--- src/fhrs_pkg.sv ---
// Constants shared by the floppy host rate, status and data register block.
// Assumes one 250 MHz clock and a host I/O bus that is synchronous to it.
// How it works
// - Rate-select bits 2 to 4 pick the write precompensation shift code.
// - Precompensation starts at track 0 unless a configure command moves it.
// - Rate-select bit 6 enters low power; software reset or status/data access leaves.
// - Rate-select bit 7 gives a software reset like the drive control one, self-clearing.
// - Every rate-select write is copied whole into a readable shadow byte.
// - Shift steps are 41.67 ns below 2 Mbps, 20.8 ns at 2 Mbps; one default code.
// - Default shift is 20.8 ns at 2M, 41.67 ns at 1M, 125 ns otherwise.
// - Drive type and rate code choose the data rate; type 10 code 01 is 2M.
// - Density output is high for the 1M and 500K codes; rate value equals code.
// - Drive density pins are mapped from rate bits and density per drive kind.
// - Status at 3F4 is read-only, always readable, without side effects on transfers.
// - Status bits 0 and 1 show each drive seeking.
// - Status bit 4 shows a command in progress.
// - Status bit 5 is set during polled execution.
// - Status bit 6 gives direction: one is host read, zero host write.
// - Status bit 7 permits a data byte; no data access while it is clear.
// - Data register at 3F5 carries all bytes both ways.
// - After reset the data FIFO is disabled; configure may enable it.
// - Command bytes use the handshake; execution entry empties stale bytes.
// - Overrun or underrun ends the command; host meets the service deadline.
// - Rate-select is write-only at 3F4, resets to 02H, untouched by software reset.
// - The data rate follows whichever rate register was written last.
package fhrs_pkg;
  localparam logic [15:0] FHRS_ADDR_STATUS = 16'h03F4;
  localparam logic [15:0] FHRS_ADDR_DATA   = 16'h03F5;
  localparam logic [7:0]  FHRS_RATE_RST    = 8'h02;
  localparam logic [7:0]  FHRS_FILL_BYTE   = 8'h00;
  localparam logic [7:0]  FHRS_TRACK_RST   = 8'h00;
  // Field positions inside the rate-select byte.
  localparam int FHRS_RS_RATE_LO = 0;
  localparam int FHRS_RS_PREC_LO = 2;
  localparam int FHRS_RS_LOWPWR  = 6;
  localparam int FHRS_RS_SWRST   = 7;
  // Precompensation code that selects the rate-dependent default; reset value 02H holds it.
  localparam logic [2:0] FHRS_PREC_DEFAULT = 3'h0;
  // Code for no shift; the six others count steps, so 250 ns tops the range.
  localparam logic [2:0] FHRS_PREC_ZERO    = 3'h7;
  // Default shift in steps: 2M and 1M use one step, slower rates three.
  localparam logic [2:0] FHRS_PREC_DEF_FAST = 3'h1;
  localparam logic [2:0] FHRS_PREC_DEF_SLOW = 3'h3;
  // Rate codes and drive types.
  localparam logic [1:0] FHRS_RATE_500K = 2'h0;
  localparam logic [1:0] FHRS_RATE_300K = 2'h1;
  localparam logic [1:0] FHRS_RATE_250K = 2'h2;
  localparam logic [1:0] FHRS_RATE_1M   = 2'h3;
  localparam logic [1:0] FHRS_DT_STD    = 2'h0;
  localparam logic [1:0] FHRS_DT_3MODE  = 2'h1;
  localparam logic [1:0] FHRS_DT_TAPE   = 2'h2;
  localparam logic [1:0] FHRS_DT_ALT    = 2'h3;
endpackage : fhrs_pkg

--- src/fhrs_strm_if.sv ---
// Valid/ready byte stream between the register block and its buffers.
// Assumes both ends run on the same clock.
`timescale 1ns/10ps
`default_nettype none
interface fhrs_strm_if #(parameter int WIDTH = 8);
  logic             valid;
  logic             ready;
  logic [WIDTH-1:0] data;
  modport src (output valid, output data, input ready);
  modport snk (input valid, input data, output ready);
endinterface : fhrs_strm_if
`default_nettype wire

--- src/fhrs_buf.sv ---
// Small in-order buffer; the head entry is a register that drives the output.
// Assumes a synchronous active-high reset and a flush that drops all entries.
`timescale 1ns/10ps
`default_nettype none
module fhrs_buf #(
  parameter int WIDTH = 8,
  parameter int DEPTH = 2
) (
  // Clock and reset.
  input  wire logic   ref_clk_i,
  input  wire logic   rst_i,
  input  wire logic   flush_i,
  // Streams.
  fhrs_strm_if.snk    in_s,
  fhrs_strm_if.src    out_s
);
  localparam int CW = $clog2(DEPTH + 1);

  // The shift structure needs at least two entries to keep full throughput.
  if (DEPTH < 2 || WIDTH < 1) begin : g_bad_param
    $error("fhrs_buf needs DEPTH >= 2 and WIDTH >= 1");
  end

  logic [WIDTH-1:0] entry_r [DEPTH];
  logic [CW-1:0]    cnt_r;
  logic [CW-1:0]    cnt_nxt;
  logic             valid_r;
  logic             ready_r;
  wire              push = in_s.valid & ready_r;
  wire              pop  = out_s.ready & valid_r;

  assign cnt_nxt     = flush_i ? '0 : CW'(cnt_r + CW'(push) - CW'(pop));
  assign in_s.ready  = ready_r;
  assign out_s.valid = valid_r;
  assign out_s.data  = entry_r[0];

  // Count and flags are registered so that ready and valid come from flops.
  always_ff @(posedge ref_clk_i) begin
    if (rst_i) begin
      cnt_r   <= '0;
      valid_r <= 1'b0;
      ready_r <= 1'b1;
    end else begin
      cnt_r   <= cnt_nxt;
      valid_r <= cnt_nxt != '0;
      ready_r <= cnt_nxt != CW'(DEPTH);
    end
  end

  // Each entry shifts toward the head on a pop and takes new data at the tail.
  for (genvar i = 0; i < DEPTH; i++) begin : g_entry
    wire [WIDTH-1:0] above = (i == DEPTH - 1) ? entry_r[i] : entry_r[(i + 1) % DEPTH];
    wire             tail  = pop ? (CW'(i + 1) == cnt_r) : (CW'(i) == cnt_r);
    always_ff @(posedge ref_clk_i) begin
      if (push && tail) begin
        entry_r[i] <= in_s.data;
      end else if (pop) begin
        entry_r[i] <= above;
      end
    end
  end
endmodule : fhrs_buf
`default_nettype wire

--- src/fhrs_top.sv ---
// Host-facing rate-select, status and data registers of the floppy controller.
// Assumes the I/O bus strobes are one-cycle pulses on ref_clk_i and the command
// engine sits outside, on the same clock, behind the core_* ports.
`timescale 1ns/10ps
`default_nettype none
module fhrs_top
  import fhrs_pkg::*;
(
  // Clock and reset.
  input  wire logic        ref_clk_i,
  input  wire logic        rst_i,
  // Host I/O bus.
  input  wire logic [15:0] io_addr_i,
  input  wire logic        io_rd_i,
  input  wire logic        io_wr_i,
  input  wire logic [7:0]  io_wdata_i,
  output logic      [7:0]  io_rdata_o,
  // Other rate sources and configuration.
  input  wire logic        rate_config_write_i,
  input  wire logic [1:0]  rate_config_value_i,
  input  wire logic        drive_output_control_reset_i,
  input  wire logic [1:0]  drive_type_i,
  input  wire logic [1:0]  drive_kind_i,
  input  wire logic        cfg_fifo_wr_i,
  input  wire logic        cfg_fifo_en_i,
  input  wire logic        cfg_track_wr_i,
  input  wire logic [7:0]  cfg_track_i,
  input  wire logic [7:0]  cur_track_i,
  // Command engine state.
  input  wire logic        drive0_seeking_i,
  input  wire logic        drive1_seeking_i,
  input  wire logic        core_cmd_busy_i,
  input  wire logic        core_exec_i,
  input  wire logic        core_polled_i,
  input  wire logic        transfer_direction_i,
  input  wire logic        core_sector_end_i,
  // Bytes from the host to the engine.
  output logic             core_wr_valid_o,
  output logic      [7:0]  core_wr_data_o,
  input  wire logic        core_wr_ready_i,
  // Bytes from the engine to the host.
  input  wire logic        core_rd_valid_i,
  input  wire logic [7:0]  core_rd_data_i,
  output logic             core_rd_ready_o,
  // Drive and engine controls.
  output logic [7:0]       rate_shadow_copy_o,
  output logic [1:0]       rate_code_o,
  output logic             density_select_out_o,
  output logic             drive_density_pin0_o,
  output logic             drive_density_pin1_o,
  output logic [2:0]       write_shift_steps_o,
  output logic             write_shift_fine_o,
  output logic             write_shift_on_o,
  output logic             low_power_o,
  output logic             soft_reset_o,
  output logic             xfer_abort_o,
  output logic             fill_sector_o
);
  // Register state.
  logic [7:0] rate_sel_r;
  logic [1:0] rate_r;
  logic [7:0] start_track_r;
  logic       fifo_en_r;
  logic       exec_d_r;

  // Bus decode.
  wire hit_status = io_addr_i == FHRS_ADDR_STATUS;
  wire hit_data   = io_addr_i == FHRS_ADDR_DATA;
  wire rs_wr      = io_wr_i & hit_status;
  wire st_rd      = io_rd_i & hit_status;
  wire dat_wr     = io_wr_i & hit_data;
  wire dat_rd     = io_rd_i & hit_data;
  wire sw_rst     = (rs_wr & io_wdata_i[FHRS_RS_SWRST]) | drive_output_control_reset_i;
  wire exec_rise  = core_exec_i & ~exec_d_r;

  // Data path buffers, one per direction.
  fhrs_strm_if #(.WIDTH(8)) h2c_in  ();
  fhrs_strm_if #(.WIDTH(8)) h2c_out ();
  fhrs_strm_if #(.WIDTH(8)) c2h_in  ();
  fhrs_strm_if #(.WIDTH(8)) c2h_out ();
  wire buf_flush = sw_rst | exec_rise;

  fhrs_buf #(.WIDTH(8), .DEPTH(2)) u_h2c (
    .ref_clk_i (ref_clk_i),
    .rst_i     (rst_i),
    .flush_i   (buf_flush),
    .in_s      (h2c_in),
    .out_s     (h2c_out)
  );
  fhrs_buf #(.WIDTH(8), .DEPTH(2)) u_c2h (
    .ref_clk_i (ref_clk_i),
    .rst_i     (rst_i),
    .flush_i   (buf_flush),
    .in_s      (c2h_in),
    .out_s     (c2h_out)
  );

  // Transfer permit: with the FIFO off only one host-to-engine byte is in flight at a time
  // (engine-to-host bytes still fill both entries), keeping the byte-by-byte handshake for command parameters.
  wire fifo_on   = fifo_en_r & core_exec_i;
  wire permit_wr = fifo_on ? h2c_in.ready : ~h2c_out.valid;
  wire permit_rd = c2h_out.valid;
  wire permit    = transfer_direction_i ? permit_rd : permit_wr;
  wire [7:0] status_byte = {permit, transfer_direction_i,
                            core_polled_i & core_exec_i,
                            core_cmd_busy_i, 2'h0,
                            drive1_seeking_i, drive0_seeking_i};

  // Bytes move only when permitted, so a stray access cannot corrupt a buffer.
  assign h2c_in.valid  = dat_wr & permit & ~transfer_direction_i;
  assign h2c_in.data   = io_wdata_i;
  assign h2c_out.ready = core_wr_ready_i;
  assign c2h_in.valid  = core_rd_valid_i;
  assign c2h_in.data   = core_rd_data_i;
  assign c2h_out.ready = dat_rd & permit & transfer_direction_i;
  assign core_wr_valid_o = h2c_out.valid;
  assign core_wr_data_o  = h2c_out.data;
  assign core_rd_ready_o = c2h_in.ready;

  // Transfer errors during execution; the write one also starts sector fill.
  wire underrun = core_exec_i & ~transfer_direction_i & core_wr_ready_i & ~h2c_out.valid;
  wire overrun  = core_exec_i & transfer_direction_i & core_rd_valid_i & ~c2h_in.ready;

  // Rate and precompensation decode.
  wire       is_2m      = (drive_type_i == FHRS_DT_TAPE) && (rate_r == FHRS_RATE_300K);
  wire       is_1m      = rate_r == FHRS_RATE_1M;
  wire       density_select_out     = (rate_r == FHRS_RATE_1M) || (rate_r == FHRS_RATE_500K);
  wire [2:0] prec_code  = rate_sel_r[FHRS_RS_PREC_LO +: 3];
  wire [2:0] prec_def   = (is_2m || is_1m) ? FHRS_PREC_DEF_FAST : FHRS_PREC_DEF_SLOW;
  wire       prec_none  = prec_code == FHRS_PREC_ZERO;
  wire [2:0] prec_steps = (prec_code == FHRS_PREC_DEFAULT) ? prec_def :
                          (prec_none ? 3'h0 : prec_code);
  logic den1_nxt;
  logic den0_nxt;

  // Drive density pin map by drive kind.
  always_comb begin
    unique case (drive_kind_i)
      FHRS_DT_STD: begin
        den1_nxt = rate_r[0];
        den0_nxt = density_select_out;
      end
      FHRS_DT_TAPE: begin
        den1_nxt = rate_r[0];
        den0_nxt = rate_r[1];
      end
      FHRS_DT_3MODE: begin
        den1_nxt = rate_r[0];
        den0_nxt = ~density_select_out;
      end
      FHRS_DT_ALT: begin
        den1_nxt = rate_r[1];
        den0_nxt = rate_r[0];
      end
    endcase
  end

  // Rate-select register survives a software reset; only hardware reset loads 02H.
  always_ff @(posedge ref_clk_i) begin
    if (rst_i) begin
      rate_sel_r         <= FHRS_RATE_RST;
      rate_shadow_copy_o <= FHRS_RATE_RST;
    end else if (rs_wr) begin
      rate_sel_r         <= {1'b0, io_wdata_i[6:0]};
      rate_shadow_copy_o <= io_wdata_i;
    end
  end

  // Last writer wins between rate-select and the configuration rate register.
  always_ff @(posedge ref_clk_i) begin
    if (rst_i) begin
      rate_r <= FHRS_RATE_RST[1:0];
    end else if (rs_wr) begin
      rate_r <= io_wdata_i[FHRS_RS_RATE_LO +: 2];
    end else if (rate_config_write_i) begin
      rate_r <= rate_config_value_i;
    end
  end

  // Configure command settings; the FIFO returns to disabled on any reset.
  always_ff @(posedge ref_clk_i) begin
    if (rst_i || sw_rst) begin
      fifo_en_r     <= 1'b0;
      start_track_r <= FHRS_TRACK_RST;
    end else begin
      if (cfg_fifo_wr_i) fifo_en_r <= cfg_fifo_en_i;
      if (cfg_track_wr_i) start_track_r <= cfg_track_i;
    end
  end

  // Low power: a new entry in the same cycle as a wake access wins.
  always_ff @(posedge ref_clk_i) begin
    if (rst_i) begin
      low_power_o <= 1'b0;
    end else if (rs_wr && io_wdata_i[FHRS_RS_LOWPWR] && !io_wdata_i[FHRS_RS_SWRST]) begin
      low_power_o <= 1'b1;
    end else if (sw_rst || st_rd || dat_rd || dat_wr) begin
      low_power_o <= 1'b0;
    end
  end

  // Read data: status reads have no effect on the buffers.
  always_ff @(posedge ref_clk_i) begin
    if (rst_i) begin
      io_rdata_o <= 8'h00;
    end else if (st_rd) begin
      io_rdata_o <= status_byte;
    end else if (dat_rd) begin
      io_rdata_o <= c2h_out.ready ? c2h_out.data : 8'h00;
    end
  end

  // Pulses, error handling and drive-facing outputs.
  always_ff @(posedge ref_clk_i) begin
    if (rst_i) begin
      soft_reset_o         <= 1'b0;
      xfer_abort_o         <= 1'b0;
      fill_sector_o        <= 1'b0;
      exec_d_r             <= 1'b0;
      rate_code_o          <= FHRS_RATE_RST[1:0];
      density_select_out_o <= 1'b0;
      drive_density_pin0_o <= 1'b0;
      drive_density_pin1_o <= 1'b0;
      write_shift_steps_o  <= 3'h0;
      write_shift_fine_o   <= 1'b0;
      write_shift_on_o     <= 1'b0;
    end else begin
      soft_reset_o         <= sw_rst;
      xfer_abort_o         <= underrun | overrun;
      exec_d_r             <= core_exec_i;
      rate_code_o          <= rate_r;
      density_select_out_o <= density_select_out;
      drive_density_pin0_o <= den0_nxt;
      drive_density_pin1_o <= den1_nxt;
      write_shift_steps_o  <= prec_steps;
      write_shift_fine_o   <= is_2m;
      write_shift_on_o     <= cur_track_i >= start_track_r;
      if (underrun) begin
        fill_sector_o <= 1'b1;
      end else if (core_sector_end_i || sw_rst) begin
        fill_sector_o <= 1'b0;
      end
    end
  end
endmodule : fhrs_top
`default_nettype wire

--- config.mk ---
export PLATFORM = sky130hd
export DESIGN_NAME = fhrs_top
export DESIGN_NICKNAME = d
export VERILOG_FILES = /design/src/fhrs_pkg.sv /design/src/fhrs_strm_if.sv /design/src/fhrs_buf.sv /design/src/fhrs_top.sv
export SDC_FILE = /design/constraint.sdc
export NUM_CORES = 1
export LEC_CHECK = 0
export ABC_AREA = 0
export CORE_UTILIZATION = 49
export DETAILED_ROUTE_END_ITERATION = 6
export DONT_BUFFER_PORTS = 1
export GPL_TIMING_DRIVEN = 1
export PLACE_DENSITY = 0.75
export SYNTH_ARGS = -nofsm -noshare
export SYNTH_HDL_FRONTEND = slang
export SYNTH_HIERARCHICAL = 1
export SYNTH_SLANG_ARGS = --single-unit
--- constraint.sdc ---
create_clock -name ref_clk_i -period 3.7 [get_ports ref_clk_i]
set_input_delay 0.37 -clock ref_clk_i [delete_from_list [all_inputs] [get_ports ref_clk_i]]
set_output_delay 0.37 -clock ref_clk_i [all_outputs]
set_load 0.02 [all_outputs]
==> run metrics <==
worst reg2reg setup slack ~1.3 ns; Yosys reg bits 82; Critical Path RT about 4 ns; pre-CTS worst setup slack ~0.41 ns; Core Footprint slightly below 0.007 sq mm; Reg-to-Reg Start u_h2c/out_s.valid; Post-Syn Area 0.00359 sq mm; outcome completed; Power Density 481 mW/mm^2; crit path kind primary input to flip-flop; DRT antenna net count 0; Post-Place Cells 392; layout cells sized above 1 18.3%; first-pass GRT wire length around 11000 microns; Avg Cell Area, Syn between 10 and 15 sq um; Seq/Total Area, Yosys around 55%; Max Transition Viols Final 0; Netlist cell types a little under 60; crit path max fanout 4; part of the cycle the worst path needs approximately 80%; Hold Path Sink io_rdata_o[3]; slew margin rel. ~28%; CP bufs+invs 1; routability cong. roughly 0.8; DR WL/cell roughly 17 microns; clk sinks just over 80; CTS clk-pin slew, worst paths about 0.090 ns; area of the multi-input gates about 0.0015 sq mm; largest net degree at the start of global routing 32; RSZ-0062 raised after global routing false; # setup viols final 0; Slowest-stage cell, CP or4b_2; global-route usage over all layers slightly below 20%; TNS Setup 0 ns; syn_nets between 300 and 400; final worst setup slack 0.805 ns; Hold Slack ~0.084 ns; number of fill cells in the layout 560; via count 2301; FF-to-FF End u_h2c/out_s.valid; Slew @ Worst Pin between 1 and 1.5 ns; Top FF cell, synth dfxtp_1; Max VDD drop 0.000254 V; Post-synth EDFFs 32; Ant. Diodes 0; die width between 80 and 90 microns; crit path capture type flip-flop; Yosys warning total 6; Post-Route WL a little over 7000 microns; die footprint around 0.0077 sq mm; DRT Pass-1 Iters 4; final hold violation count 0; Max Fclk 345 MHz; Via density 5.64; CTS root buf clkbuf_8; main area contributors after synthesis dfxtp_1, edfxtp_1, mux2_2, ha_1, mux2i_1; H-tree lvl count 3; crit start category primary input; share of the synthesized area in the top cell type between 20% and 30%; hold crit path type primary input to flip-flop; number of nets in the final layout 393; cell accounting for the most synthesized area dfxtp_1; Post-synth ARST share 0%; CTS tree done; num rows 30; crit path time final between 2 and 3 ns; # hold bufs at CTS 0; Remaining DRCs 0; clock buffer depth 2; Leakage about 1.5 nW; synthesized instance count between 300 and 400; skew final between 0.009 and 0.01 ns; post-CTS setup buffer count 0; post-CTS sizing 0; vias in the first global route about 2300; Crit path max-delay family simple AND/OR/NAND/NOR gates; initial antenna violation count 0; Die Ht between 80 and 90 microns; Starting Density 51.7%; # IOs 112; initial DRC count around 100; MaxCap Viol Count 0; CP Cell Sequence or4b_2 -> nor4_1 -> nand2_1 -> a2111oi_0 -> nand2_1 -> ha_1 -> inv_1 -> ha_1 -> xnor3_1 -> nor3_2 -> or2_1; commonest non-fill, non-tap cell in the layout dfxtp_1; synth-to-layout area growth 10.6%; GR Overflow Total 0; Critical Path AT approximately 3.1 ns; Hold Path Depth 1; CP max stage delay 0.66 ns; hpwl dp 5150 microns; CTS buffer count 9; Register Area between 0.0015 and 0.002 sq mm; Reg2Reg Depth 9; Worst Hold Launch rst_i; Skew-Pair Late Insertion Delay between 0.3 and 0.4 ns; Buffers on Ports 0; Final Non-Filler Cells about 410; commonest non-fill, non-tap cells in the layout dfxtp_1, edfxtp_1, inv_1, mux2i_1
logic make-up (layout without fill, tap and decap cells):
family | after synthesis | in the layout | share of synthesized area, %
buffers and inverters | 29 | 40 | 3.35
muxes | 33 | 33 | 9.76
DFF | 82 | 82 | 54.6
adders and majority gates | 14 | 14 | 4.88
xor gates and xnor gates | 3 | 3 | 1.50
AOI/OAI and AO/OA | 49 | 49 | 10.4
and+or+nand+nor | 91 | 91 | 15.5
layer usage:
| metal | global-route usage (%) | wire length [microns] |
|---|---|---|
| met3 | 7.63 | 488 |
| met5 | 0 | 0 |
| met1 | 24.2 | 3050 |
| met2 | 31.5 | 3430 |
| met4 | 8.20 | 110 |
registers in the layout, summed over array words and instances (netlist names), 3 cells and up:
signal / count
io_rdata_o: 8
rate_shadow_copy_o: 8
start_track_r: 8
u_c2h/entry_r: 16
u_h2c/entry_r: 16
write_shift_steps_o: 3
power breakdown:
| part | switching [mW] | total, mW | internal, mW |
|---|---|---|---|
| Sequential | 0.0181 | 0.976 | 0.958 |
| Clock | 0.339 | 0.863 | 0.525 |
| Combinational | 0.0331 | 0.0720 | 0.0389 |
| Total | 0.390 | 1.91 | 1.52 |
how the worst max path moves through the flow:
stage / from / to / depth (start not counted)
global route: io_addr_i[10] / u_h2c/out_s.valid / 11
global placement: io_addr_i[10] / u_h2c/out_s.valid / 11
finish: io_addr_i[10] / u_h2c/out_s.valid / 11
CTS: io_addr_i[10] / u_h2c/out_s.valid / 11
floorplan: io_addr_i[10] / u_h2c/entry_r[0][0] / 6
detailed placement: io_addr_i[10] / u_h2c/out_s.valid / 11
cells in the mapped netlist (3+ instances only):
cell	count
a211oi_1	4
a21oi_1	12
a22o_1	4
a31o_2	4
clkbuf_1	6
dfxtp_1	50
edfxtp_1	32
ha_1	14
inv_1	19
mux2_2	16
mux2i_1	17
nand2_1	16
nand2b_1	5
nand3_1	7
nor2_1	15
nor2b_1	4
nor3_1	9
nor3b_1	3
nor4b_1	4
o21ai_0	5
o31ai_1	4
or4b_2	3
area by class of cell:
cell class | instances | area share, %
clock inverters | 7 | 3.75
inverters | 19 | 1.80
multi-input cells | 190 | 38.0
repair buffers | 5 | 0.945
flip-flops and latches | 82 | 49.4
well taps | 96 | 3.02
clock buffers | 9 | 3.12
metrics by stage:
| step | area, sq um | total power, mW | util, % |
|---|---|---|---|
| floorplan | 3590 | 1.06 | - |
| global placement | 3700 | 1.07 | 53.3 |
| detailed placement | 3700 | 1.07 | 53.3 |
| CTS | 3970 | 1.92 | 57.2 |
| global route | 3970 | 1.98 | 57.2 |
| finish | 3970 | 1.91 | 57.2 |
worst register-to-register path, stage by stage, from the launching register on:
cell	delay, ns
dfxtp_1	0.42
a21o_1	0.21
a2111oi_0	0.42
nand2_1	0.22
ha_1	0.32
inv_1	0.04
ha_1	0.18
xnor3_1	0.23
nor3_2	0.06
or2_1	0.23
Power figures use the tool's default switching activity.
